## src/hw/backup_ctrl_pkg.sv

```systemverilog
`default_nettype none
package backup_ctrl_pkg;
    localparam int unsigned CLK_HZ          = 40_000_000;
    localparam int unsigned CLK_PERIOD_NS   = 25;
    // Qualification and watchdog times, in their own units
    localparam int unsigned SAG_QUAL_NS     = 9_000;
    localparam int unsigned CELL_QUAL_NS    = 20_000;
    localparam int unsigned HARD_HOLD_MS    = 2_000;
    localparam int unsigned CHARGE_MAX_NS   = 14_000;
    localparam int unsigned DISCH_MAX_NS    = 10_000;
    // Least times round up, longest times round down
    localparam int unsigned SAG_QUAL_CYC    = (SAG_QUAL_NS + CLK_PERIOD_NS - 1) / CLK_PERIOD_NS;
    localparam int unsigned CELL_QUAL_CYC   = (CELL_QUAL_NS + CLK_PERIOD_NS - 1) / CLK_PERIOD_NS;
    localparam int unsigned HARD_HOLD_CYC   = HARD_HOLD_MS * (CLK_HZ / 1000);
    localparam int unsigned CHARGE_MAX_CYC  = CHARGE_MAX_NS / CLK_PERIOD_NS;
    localparam int unsigned DISCH_MAX_CYC   = DISCH_MAX_NS / CLK_PERIOD_NS;
    localparam int unsigned QUAL_W          = 32;
    localparam int unsigned SW_CNT_W        = 10;
    // Gas gauge
    localparam int unsigned PRESCALE_W      = 23;
    localparam int unsigned GAUGE_W         = 9;
    localparam int unsigned HIGH_CUR_STEP   = 4;
    localparam logic [8:0]  GAUGE_PRESET    = 9'h080;
    localparam logic [8:0]  GAUGE_FULL      = 9'h1FF;
    localparam logic [8:0]  GAUGE_ZERO      = 9'h000;
    localparam int unsigned RECHARGE_DIV    = 1000;
    typedef enum logic [4:0] {
        ST_NORMAL   = 5'b00001,
        ST_BACKUP   = 5'b00010,
        ST_FAST     = 5'b00100,
        ST_TRICKLE  = 5'b01000,
        ST_LOCKOUT  = 5'b10000
    } ctrl_state_type;
endpackage
`default_nettype wire

```

## src/hw/backup_fault_gas_gauge_ctrl.sv

```systemverilog
`default_nettype none
module backup_fault_gas_gauge_ctrl
    import backup_ctrl_pkg::*;
#(
    parameter int unsigned HARD_HOLD_CYCLES = HARD_HOLD_CYC,
    parameter int unsigned RECHARGE_DIVIDE  = RECHARGE_DIV
) (
    input  wire logic mclk_i,
    input  wire logic rstn_i,
    input  wire logic supply_sag_i,
    input  wire logic supply_alive_i,
    input  wire logic feedback_low_i,
    input  wire logic main_restored_i,
    input  wire logic cell_below_0v9_i,
    input  wire logic cell_below_1v_i,
    input  wire logic pin_below_0v25_i,
    input  wire logic over_temp_i,
    input  wire logic cell_swapped_i,
    input  wire logic lockout_clear_i,
    input  wire logic boost_pulse_i,
    input  wire logic high_current_i,
    input  wire logic charge_phase_i,
    input  wire logic discharge_phase_i,
    input  wire logic cycle_done_i,
    output logic      reset_o,
    output logic      backup_o,
    output logic      boost_en_o,
    output logic      low_side_off_o,
    output logic      high_side_off_o,
    output logic      fast_charge_o,
    output logic      trickle_o,
    output logic      low_cell_warning_o,
    output logic      hard_reset_o,
    output logic      lockout_o,
    output logic [8:0] gauge_o
);
    import backup_ctrl_pkg::*;

    // A zero hold count would leave the hard-reset filter always tripped; a zero divide acts as one
    if (HARD_HOLD_CYCLES < 1 || RECHARGE_DIVIDE < 1) begin : g_bad_count
        $error("count parameters must be at least one");
    end

    ctrl_state_type state_reg, state_next;
    logic [QUAL_W-1:0]     sag_cnt_reg, sag_cnt_next;
    logic [QUAL_W-1:0]     cell_cnt_reg, cell_cnt_next;
    logic [QUAL_W-1:0]     hard_cnt_reg, hard_cnt_next;
    logic [QUAL_W-1:0]     osc_cnt_reg, osc_cnt_next;
    logic [SW_CNT_W-1:0]   chg_cnt_reg, chg_cnt_next;
    logic [SW_CNT_W-1:0]   dis_cnt_reg, dis_cnt_next;
    logic [PRESCALE_W-1:0] pre_reg, pre_next;
    logic [GAUGE_W-1:0]    gauge_reg, gauge_next;
    logic                  boost_reg, boost_next;
    logic                  abnormal_reg, abnormal_next;
    logic                  sag_trip, cell_trip, hard_trip, fault;
    logic [PRESCALE_W:0]   pre_sum;

    always_comb begin
        sag_cnt_next  = '0;
        cell_cnt_next = '0;
        hard_cnt_next = '0;
        chg_cnt_next  = '0;
        dis_cnt_next  = '0;
        // Filters restart whenever their condition falls away
        if (supply_sag_i && sag_cnt_reg < QUAL_W'(SAG_QUAL_CYC)) begin
            sag_cnt_next = sag_cnt_reg + 1'b1;
        end else if (supply_sag_i) begin
            sag_cnt_next = sag_cnt_reg;
        end
        // Window 0.25..0.9 V only, and only during backup
        if (state_reg == ST_BACKUP && cell_below_0v9_i && !pin_below_0v25_i) begin
            cell_cnt_next = (cell_cnt_reg < QUAL_W'(CELL_QUAL_CYC)) ?
                            cell_cnt_reg + 1'b1 : cell_cnt_reg;
        end
        if (pin_below_0v25_i) begin
            hard_cnt_next = (hard_cnt_reg < QUAL_W'(HARD_HOLD_CYCLES)) ?
                            hard_cnt_reg + 1'b1 : hard_cnt_reg;
        end
        if (boost_reg && charge_phase_i && chg_cnt_reg < SW_CNT_W'(CHARGE_MAX_CYC)) begin
            chg_cnt_next = chg_cnt_reg + 1'b1;
        end else if (boost_reg && charge_phase_i) begin
            chg_cnt_next = chg_cnt_reg;
        end
        if (boost_reg && discharge_phase_i && dis_cnt_reg < SW_CNT_W'(DISCH_MAX_CYC)) begin
            dis_cnt_next = dis_cnt_reg + 1'b1;
        end else if (boost_reg && discharge_phase_i) begin
            dis_cnt_next = dis_cnt_reg;
        end
    end

    assign sag_trip  = sag_cnt_reg >= QUAL_W'(SAG_QUAL_CYC);
    assign cell_trip = cell_cnt_reg >= QUAL_W'(CELL_QUAL_CYC);
    assign hard_trip = hard_cnt_reg >= QUAL_W'(HARD_HOLD_CYCLES);
    assign fault     = sag_trip || cell_trip || hard_trip || over_temp_i;
    assign pre_sum   = {1'b0, pre_reg} + (high_current_i ?
                       (PRESCALE_W+1)'(HIGH_CUR_STEP) : (PRESCALE_W+1)'(1));

    always_comb begin
        state_next    = state_reg;
        pre_next      = pre_reg;
        gauge_next    = gauge_reg;
        boost_next    = boost_reg;
        abnormal_next = abnormal_reg;
        osc_cnt_next  = '0;
        unique case (state_reg)
            ST_NORMAL: begin
                if (feedback_low_i) begin
                    state_next = ST_BACKUP;
                    boost_next = 1'b1;
                end
            end
            ST_BACKUP: begin
                if (boost_pulse_i && gauge_reg != GAUGE_FULL) begin
                    pre_next = pre_sum[PRESCALE_W-1:0];
                    if (pre_sum[PRESCALE_W]) begin
                        gauge_next = gauge_reg + 1'b1;
                    end
                end
                if (cell_swapped_i) begin
                    abnormal_next = 1'b1;
                end
                if (main_restored_i) begin
                    state_next = ST_FAST;
                    pre_next   = '0;
                    // Saturate, then add one step on exit
                    gauge_next = abnormal_reg || cell_swapped_i ? GAUGE_PRESET :
                                 (gauge_next == GAUGE_FULL ? GAUGE_FULL : gauge_next + 1'b1);
                    abnormal_next = 1'b0;
                end
            end
            ST_FAST: begin
                if (osc_cnt_reg + 1'b1 >= QUAL_W'(RECHARGE_DIVIDE)) begin
                    if (gauge_reg != GAUGE_ZERO) begin
                        gauge_next = gauge_reg - 1'b1;
                    end
                end else begin
                    osc_cnt_next = osc_cnt_reg + 1'b1;
                end
                if (gauge_reg == GAUGE_ZERO) begin
                    state_next = ST_TRICKLE;
                end else if (feedback_low_i) begin
                    state_next = ST_BACKUP;
                    boost_next = 1'b1;
                end
            end
            ST_TRICKLE: begin
                if (feedback_low_i) begin
                    state_next = ST_BACKUP;
                    boost_next = 1'b1;
                end
            end
            ST_LOCKOUT: begin
                if (lockout_clear_i && !fault) begin
                    state_next = ST_FAST;
                    gauge_next = GAUGE_PRESET;
                    pre_next   = '0;
                end
            end
            default: begin
                state_next = ST_LOCKOUT;
            end
        endcase
        // Boost halts only once the running cycle finishes, unless a fault locks out
        if (state_next != ST_BACKUP && boost_reg && cycle_done_i) begin
            boost_next = 1'b0;
        end
        // Lockout overrides the next state and the boost enable
        if (fault && state_reg != ST_LOCKOUT) begin
            state_next = ST_LOCKOUT;
            boost_next = 1'b0;
        end
    end

    always_ff @(posedge mclk_i) begin
        if (!rstn_i) begin
            state_reg    <= ST_NORMAL;
            sag_cnt_reg  <= '0;
            cell_cnt_reg <= '0;
            hard_cnt_reg <= '0;
            osc_cnt_reg  <= '0;
            chg_cnt_reg  <= '0;
            dis_cnt_reg  <= '0;
            pre_reg      <= '0;
            gauge_reg    <= GAUGE_PRESET;
            boost_reg    <= 1'b0;
            abnormal_reg <= 1'b0;
        end else begin
            state_reg    <= state_next;
            sag_cnt_reg  <= sag_cnt_next;
            cell_cnt_reg <= cell_cnt_next;
            hard_cnt_reg <= hard_cnt_next;
            osc_cnt_reg  <= osc_cnt_next;
            chg_cnt_reg  <= chg_cnt_next;
            dis_cnt_reg  <= dis_cnt_next;
            pre_reg      <= pre_next;
            gauge_reg    <= gauge_next;
            boost_reg    <= boost_next;
            abnormal_reg <= abnormal_next;
        end
    end

    always_ff @(posedge mclk_i) begin
        if (!rstn_i) begin
            reset_o            <= 1'b1;
            backup_o           <= 1'b0;
            boost_en_o         <= 1'b0;
            low_side_off_o     <= 1'b0;
            high_side_off_o    <= 1'b0;
            fast_charge_o      <= 1'b0;
            trickle_o          <= 1'b0;
            low_cell_warning_o <= 1'b0;
            hard_reset_o       <= 1'b0;
            lockout_o          <= 1'b0;
            gauge_o            <= GAUGE_PRESET;
        end else begin
            // Held while supervisor alive in lockout
            reset_o            <= state_next == ST_LOCKOUT && supply_alive_i;
            backup_o           <= state_next == ST_BACKUP;
            boost_en_o         <= boost_next;
            low_side_off_o     <= chg_cnt_next >= SW_CNT_W'(CHARGE_MAX_CYC);
            high_side_off_o    <= dis_cnt_next >= SW_CNT_W'(DISCH_MAX_CYC);
            fast_charge_o      <= state_next == ST_FAST;
            trickle_o          <= state_next == ST_TRICKLE;
            low_cell_warning_o <= cell_below_1v_i && state_next != ST_TRICKLE;
            hard_reset_o       <= hard_trip;
            lockout_o          <= state_next == ST_LOCKOUT;
            gauge_o            <= gauge_next;
        end
    end

    a_sag_lockout: assert property (@(posedge mclk_i) disable iff (!rstn_i)
        sag_trip |=> state_reg == ST_LOCKOUT)
        else $error("sag did not lock out");
    a_cell_lockout: assert property (@(posedge mclk_i) disable iff (!rstn_i)
        cell_trip |=> lockout_o)
        else $error("low cell did not lock out");
    a_hard_lockout: assert property (@(posedge mclk_i) disable iff (!rstn_i)
        hard_trip |=> lockout_o && hard_reset_o)
        else $error("hard reset not issued");
    a_warn_trickle: assert property (@(posedge mclk_i) disable iff (!rstn_i)
        trickle_o |-> !low_cell_warning_o)
        else $error("warning during trickle");
    a_temp_lockout: assert property (@(posedge mclk_i) disable iff (!rstn_i)
        over_temp_i |=> state_reg == ST_LOCKOUT)
        else $error("thermal did not lock out");
    a_gauge_nowrap: assert property (@(posedge mclk_i) disable iff (!rstn_i)
        state_reg == ST_BACKUP && $past(state_reg) == ST_BACKUP
        |-> !($past(gauge_reg) == GAUGE_FULL && gauge_reg == GAUGE_ZERO))
        else $error("gauge wrapped");
    a_trickle_zero: assert property (@(posedge mclk_i) disable iff (!rstn_i)
        state_reg == ST_FAST && gauge_reg == GAUGE_ZERO && !fault
        |=> state_reg == ST_TRICKLE)
        else $error("no trickle at zero");
    a_backup_entry: assert property (@(posedge mclk_i) disable iff (!rstn_i)
        state_reg == ST_NORMAL && feedback_low_i && !fault |=> backup_o && boost_en_o)
        else $error("backup not entered");
    a_onehot_state: assert property (@(posedge mclk_i) disable iff (!rstn_i)
        $onehot(state_reg))
        else $error("state not one-hot");
    a_sag_restart: assert property (@(posedge mclk_i) disable iff (!rstn_i)
        !supply_sag_i |=> sag_cnt_reg == '0)
        else $error("sag filter did not restart");
    a_cell_pushbutton: assert property (@(posedge mclk_i) disable iff (!rstn_i)
        pin_below_0v25_i |=> cell_cnt_reg == '0)
        else $error("pushbutton counted as low cell");
    a_low_watchdog: assert property (@(posedge mclk_i) disable iff (!rstn_i)
        boost_reg && charge_phase_i && chg_cnt_reg == SW_CNT_W'(CHARGE_MAX_CYC - 1)
        |=> low_side_off_o)
        else $error("charge watchdog did not fire");
    a_prescale_unit: assert property (@(posedge mclk_i) disable iff (!rstn_i)
        state_reg == ST_BACKUP && boost_pulse_i && !high_current_i
        && gauge_reg != GAUGE_FULL && !main_restored_i
        |=> pre_reg == $past(pre_reg) + 1'b1)
        else $error("low current pulse not counted");
    a_prescale_step: assert property (@(posedge mclk_i) disable iff (!rstn_i)
        state_reg == ST_BACKUP && boost_pulse_i && high_current_i
        && gauge_reg != GAUGE_FULL && !main_restored_i
        |=> pre_reg == $past(pre_reg) + PRESCALE_W'(HIGH_CUR_STEP))
        else $error("high current pulse not weighted");
    a_exit_step: assert property (@(posedge mclk_i) disable iff (!rstn_i)
        state_reg == ST_BACKUP && main_restored_i && !boost_pulse_i && !abnormal_reg
        && !cell_swapped_i && gauge_reg != GAUGE_FULL |=> gauge_reg == $past(gauge_reg) + 1'b1)
        else $error("no step added on backup exit");
    a_swap_preset: assert property (@(posedge mclk_i) disable iff (!rstn_i)
        state_reg == ST_BACKUP && main_restored_i && (abnormal_reg || cell_swapped_i)
        |=> gauge_reg == GAUGE_PRESET)
        else $error("gauge not preset after swap");
    a_lockout_exit: assert property (@(posedge mclk_i) disable iff (!rstn_i)
        state_reg == ST_LOCKOUT && lockout_clear_i && !fault
        |=> fast_charge_o && gauge_o == GAUGE_PRESET)
        else $error("lockout exit did not recharge");
    a_boost_hold: assert property (@(posedge mclk_i) disable iff (!rstn_i)
        boost_reg && !cycle_done_i && !fault |=> boost_en_o)
        else $error("boost stopped mid cycle");
endmodule
`default_nettype wire

```

## config.mk

```make
export PLATFORM = sky130hd
export DESIGN_NAME = backup_fault_gas_gauge_ctrl
export DESIGN_NICKNAME = d
export VERILOG_FILES = /design/src/hw/backup_ctrl_pkg.sv /design/src/hw/backup_fault_gas_gauge_ctrl.sv
export SDC_FILE = /design/constraint.sdc
export NUM_CORES = 1
export LEC_CHECK = 0
export BUFFER_PORTS_ARGS = -buffer_cell sky130_fd_sc_hd__buf_2
export CORE_ASPECT_RATIO = 0.6
export CORE_UTILIZATION = 40
export DETAILED_ROUTE_END_ITERATION = 8
export PLACE_DENSITY_LB_ADDON = 0.3
export SLEW_MARGIN = 30
export SYNTH_ARGS = -nofsm -noshare
export SYNTH_HDL_FRONTEND = slang
export SYNTH_SLANG_ARGS = --single-unit
```

## constraint.sdc

```tcl
create_clock -name mclk_i -period 9.95 [get_ports mclk_i]
set_clock_uncertainty 0.15 [all_clocks]
set_input_delay 1.4925 -clock mclk_i [delete_from_list [all_inputs] [get_ports mclk_i]]
set_output_delay 1.4925 -clock mclk_i [all_outputs]
set_load 0.01 [all_outputs]
```

==> qor.csv, run 1 <==
metric,value,unit
run status,finished clean,
die width,196,um
#FFs+latches synth,196,
layout cell share with drive strength beyond 1,8.69,%
clock latency on the worst-skew pair,0.44,ns
number of diodes,0,
setup TNS,0,ns
design area,10200,um^2
syn avg cell area,8.69,um^2
CP startpoint kind,register,
worst min path class,reg -> reg,
fillers,2113,
YS warnings,0,
Crit. End Element,register,
ys async rst share,0,%
worst reg2reg endpoint,gauge_o[4]$_SDFFE_PN0P_,
kind of critical path,reg -> reg,
core area,22100,um^2
max_slew headroom,37.0,%
DR iter-0 viols,574,
hold_buf cts,0,
Non-Filler Instances,1401,
DR vias/cell,5.31,
worst vdd ir,116,uV
postcts setup bufs,0,
leakage,3.78,nW
Slew Limit Fails,0,
r2r worst-path depth,17,
Final WS setup,5.61,ns
I/O Pins,36,
number of placed cells counting well taps,1369,
first-pass iteration count of the detailed router,5,
GP Congestion,0.930,
"top cells by area, synth","dfxtp_1 43%, nor2_1 5.2%, xnor2_1 4.7%",
grt ovf,0,
sequential share of the synthesized area,43.3,%
first-pass GRT wire length,34.5,mm
crit share post-route,43.6,%
clock sinks,196,
pin count of the biggest net entering global routing,52,
Finish-stage setup viols,0,
P&R area growth vs syn,12.1,%
FF-to-FF setup slack,5.61,ns
Fmax achieved,230,MHz
TritonCTS clock tree,yes,
Post-synth top cells,"196 x dfxtp_1, 125 x nor2_1, 69 x nand2_1",
Die Ht,119,um
clock transition at the registers of the reported paths,0.07,ns
Mapped Area,9070,um^2
Synth area leader,dfxtp_1,
crit path DAT,4.51,ns
total CTS buffers,17,
"Cell Area, Placed",9570,um^2
Starting Density,41.0,%
most numerous cell in the Yosys netlist,dfxtp_1,
via count,7433,
Critical Path Slowest Stage Cell,nor4_4,
number of global-route vias before repair,6633,
top-area cell type share of the netlist area,43.3,%
pre-CTS setup slack,5.29,ns
Setup crit start,gauge_o[4]$_SDFFE_PN0P_,
worst slew pin tran,0.945,ns
P per Cell Area,154,nW/um^2
total power draw,1.57,mW
Final nets,1115,
Critical Path RT,10.11,ns
die area,23300,um^2
crit-path cells,and3_1 -> and2_1 -> and3_1 -> ha_1 -> nand3b_1 -> nor4_4 -> nand2_1 -> inv_1 -> o21ai_0 -> ha_1 -> nand3_1 -> a31oi_1 -> a41oi_1 -> o21ai_0 -> xor2_1 -> a211oi_1 -> o31ai_1,
Root Buffer,clkbuf_16,
crit path max fanout,13,
CTS Buffer Depth,2,
port bufs,35,
GRT Overall Usage,18.5,%
# DRC,0,
DP HPWL,14.8,mm
crit path to,gauge_o[4]$_SDFFE_PN0P_,
post-CTS sizing,0,
"antenna viol nets, final",0,
Main synth FF type,dfxtp_1,
hold slack,0.311,ns
final wirelength,20.7,mm
Max-Cap Viols,0,
Critical Path Max Stage Delay,0.52,ns
Cell variety after synth,74,
hold path depth,1,
average wire per standard cell,14.7,um
Fin. Hold Viols,0,
CTS HTree Levels,4,
Synth Instances,1043,
shortest period the worst path allows,4.34,ns
initial antenna violation count,1,
Post-synth EDFFs,0,
cell row count,42,
FF-to-FF Start,gauge_o[4]$_SDFFE_PN0P_,
Final Util,46.0,%
RSZ-0062 raised after global routing,false,
cells by family (layout without fill, tap and decap cells):
logic type	Yosys count	in the layout	synth area share, %
adder cells (fa/ha/maj)	18	18	2.48
other	1	22	0.0414
buffers and inverters	73	102	3.26
XOR/XNOR	88	88	8.50
AND/OR/NAND/NOR	494	494	29.1
flip-flops	196	196	43.3
multiplexers	8	8	0.883
AO/OA/AOI/OAI	165	165	12.5
how the worst min path moves through the flow:
| stage | start | end |
|---|---|---|
| floorplan | dis_cnt_reg[9]$_SDFF_PN0_ | dis_cnt_reg[9]$_SDFF_PN0_ |
| global placement | dis_cnt_reg[9]$_SDFF_PN0_ | dis_cnt_reg[9]$_SDFF_PN0_ |
| detailed placement | cell_cnt_reg[12]$_SDFFE_PN0N_ | cell_cnt_reg[12]$_SDFFE_PN0N_ |
| CTS | cell_cnt_reg[29]$_SDFFE_PN0N_ | cell_cnt_reg[29]$_SDFFE_PN0N_ |
| global route | cell_cnt_reg[21]$_SDFFE_PN0N_ | cell_cnt_reg[21]$_SDFFE_PN0N_ |
| finish | cell_cnt_reg[29]$_SDFFE_PN0N_ | cell_cnt_reg[29]$_SDFFE_PN0N_ |
routing by layer:
layer / GRT usage (%) / wire length, um / share of wire (%) / vias up
met5: 0 / 13 / 0.063 / -
met4: 4.79 / 206 / 1.0 / 2
met3: 5.19 / 1470 / 7.1 / 24
met2: 23.5 / 7540 / 37 / 216
met1: 29.5 / 11400 / 55 / 3394
li1: - / - / - / 3797
worst max-delay path: cells and delay by family (launching register included):
kind / cells / cell delay [ns]
AND/OR/NAND/NOR: 7 / 1.94
AO/OA/AOI/OAI: 6 / 0.82
adder cells (fa/ha/maj): 2 / 0.51
flip-flops: 1 / 0.48
buffers and inverters: 1 / 0.17
XOR/XNOR: 1 / 0.15
final cells by class:
class,instances,area [um^2],area share [%]
Clock inverter,11,141,1.39
Clock buffer,21,450,4.43
Inverter,29,109,1.07
Tap cell,308,385,3.79
Multi-Input combinational cell,795,4940,48.6
Timing Repair Buffer,41,220,2.17
Sequential cell,196,3920,38.6
power breakdown:
part | total, mW | switching, mW | internal (mW)
Clock | 0.699 | 0.315 | 0.384
Combinational | 0.0649 | 0.0442 | 0.0207
Sequential | 0.805 | 0.0119 | 0.793
Total | 1.57 | 0.371 | 1.20
cells in the final DEF, fill, tap and decap left out, types with 9 or more instances in the layout:
master,count
nor4_1,24
clkbuf_16,17
inv_1,28
o211ai_1,9
dfxtp_1,196
xnor2_1,49
buf_2,35
nand3_1,45
a21oi_1,39
nand4_1,32
nor2_1,125
conb_1,22
o21ai_0,37
nand2_1,69
and3_1,46
ha_1,18
or3_1,15
and2_1,34
nor3_1,42
xor2_1,39
and4_1,10
(Power assumes the default switching activity.)
==> inputs of run 2 (changes only) <==
clock period = 4 ns   (was 9.95 ns; I/O delays follow)
==> run 2 against run 1 <==
Against the previous run:
- largest power group unchanged
- final area grew 1.1%
- fmax grew 13%
- worst hold slack worse by 0.12 ns
==> qor.csv, run 2 (synthesis results as in run 1) <==
metric,value,unit,change
run status,finished clean,,unchanged
Slew Limit Fails,0,,unchanged
hold_buf cts,0,,unchanged
DR iter-0 viols,783,,was 574
hold_sp,supply_alive_i,,was cell_cnt_reg[29]$_SDFFE_PN0N_
clock transition at the registers of the reported paths,0.08,ns,was 0.07 ns
clock sinks,196,,unchanged
P per Cell Area,384,nW/um^2,was 154 nW/um^2
die area,23300,um^2,unchanged
# DRC,0,,unchanged
fillers,2128,,was 2113
Setup crit start,gauge_o[1]$_SDFFE_PN0P_,,was gauge_o[4]$_SDFFE_PN0P_
Starting Density,41.0,%,unchanged
number of diodes,0,,unchanged
GRT Overall Usage,19.0,%,was 18.5%
crit share post-route,95.8,%,was 43.6%
hold slack,0.196,ns,was 0.311 ns
initial antenna violation count,0,,was 1
I/O Pins,36,,unchanged
Crit. End Element,register,,unchanged
CP startpoint kind,register,,unchanged
crit path DAT,4.01,ns,was 4.51 ns
clock latency on the worst-skew pair,0.45,ns,was 0.44 ns
Final nets,1127,,was 1115
TritonCTS clock tree,yes,,unchanged
Fin. Hold Viols,0,,unchanged
via count,7403,,was 7433
DR vias/cell,5.24,,was 5.31
shortest period the worst path allows,3.83,ns,was 4.34 ns
port bufs,35,,unchanged
grt ovf,0,,unchanged
layout cell share with drive strength beyond 1,10.0,%,was 8.69%
Critical Path RT,4.18,ns,was 10.11 ns
Root Buffer,clkbuf_16,,unchanged
"commonest cells after routing, fill and taps aside","196 x dfxtp_1, 125 x nor2_1, 69 x nand2_1",,unchanged
worst slew pin tran,0.899,ns,was 0.945 ns
worst min path class,in -> reg,,was reg -> reg
Finish-stage setup viols,0,,unchanged
postcts setup bufs,0,,unchanged
first-pass GRT wire length,34.9,mm,was 34.5 mm
Die Ht,119,um,unchanged
Max-Cap Viols,0,,unchanged
average wire per standard cell,15.0,um,was 14.7 um
RSZ-0062 raised after global routing,false,,unchanged
FF-to-FF Start,gauge_o[1]$_SDFFE_PN0P_,,was gauge_o[4]$_SDFFE_PN0P_
P&R area growth vs syn,13.4,%,was 12.1%
worst vdd ir,284,uV,was 116 uV
pin count of the biggest net entering global routing,29,,was 52
first-pass iteration count of the detailed router,6,,was 5
max_slew headroom,39.9,%,was 37.0%
core area,22100,um^2,unchanged
cell row count,42,,unchanged
GP Congestion,0.929,,was 0.930
final wirelength,21.2,mm,was 20.7 mm
CTS Buffer Depth,2,,unchanged
die width,196,um,unchanged
CTS HTree Levels,4,,unchanged
"antenna viol nets, final",0,,unchanged
kind of critical path,reg -> reg,,unchanged
leakage,3.84,nW,was 3.78 nW
number of global-route vias before repair,6565,,was 6633
Fmax achieved,261,MHz,was 230 MHz
"most common cell after layout, fill and taps aside",dfxtp_1,,unchanged
total CTS buffers,17,,unchanged
DP HPWL,15.2,mm,was 14.8 mm
setup TNS,0,ns,unchanged
crit path max fanout,7,,was 13
[run 2: changes by cell type in the layout (fill, tap and decap cells not counted), sizes merged]
cell	before	now
inv	33	32
clkinv	3	8
clkinvlp	2	0
clkbuf	21	19
buf	41	53
[run 2: final timing paths]
check | slack (ns) | depth (start not counted) | end
worst max-delay path | 0.17 | 12 | gauge_o[7]$_SDFFE_PN1P_
worst min-delay path | 0.20 | 3 | reset_o$_SDFF_PN1_
worst max register to register | 0.17 | 12 | gauge_o[7]$_SDFFE_PN1P_
worst min register to register | 0.31 | 1 | cell_cnt_reg[26]$_SDFFE_PN0N_
[run 2: metrics by stage]
stage	utilization, %	instances	total power, mW	setup WS, ns	area [um^2]
floorplan	-	1064	2.15	0.278	9150
global placement	43.6	1381	2.21	0.247	9660
detailed placement	43.6	1381	2.21	0.160	9660
CTS	46.4	1413	3.99	0.137	10300
global route	46.5	1413	4.10	0.0252	10300
finish	46.5	1413	3.95	0.168	10300
[run 2: metal layers]
metal / up-vias / GRT usage, % / part of all wire (%)
li1: 3808 / - / -
met1: 3371 / 30.0 / 56
met2: 207 / 24.2 / 37
met3: 17 / 5.14 / 6.3
met4: 0 / 5.37 / 1.0
met5: - / 0 / 0
[run 2: area by class of cell]
type	count	area, um^2	area share (%)
Tap cell	308	385	3.75
Clock inverter	13	170	1.65
Timing Repair Buffer	53	310	3.02
Multi-Input combinational cell	795	4940	48.1
Sequential cell	196	3920	38.2
Clock buffer	19	443	4.31
Inverter	29	109	1.06
[run 2: power breakdown]
| group | internal, mW | switching, mW | leakage, nW |
|---|---|---|---|
| sequential | 1.97 | 0.0265 | 1.59 |
| clock | 0.962 | 0.816 | 0.300 |
| combinational | 0.0547 | 0.116 | 1.95 |
[run 2: worst max-delay path: stages (launching register included)]
cell and delay, ns:
dfxtp_1 0.37, ha_1 0.28, and2_1 0.24, and3_1 0.20, ha_1 0.22, nand3b_1 0.23, or4_1 0.71, o311ai_1 0.38
a22oi_1 0.21, nand4_1 0.19, nand4_1 0.13, a2111oi_2 0.35, a31oi_2 0.05
[run 2: what timing repair did]
action / CTS / global route
gates resized for setup: 0 / 3
endpoints found under the setup margin: 0 / 4
hold endpoints to repair: 0 / 0
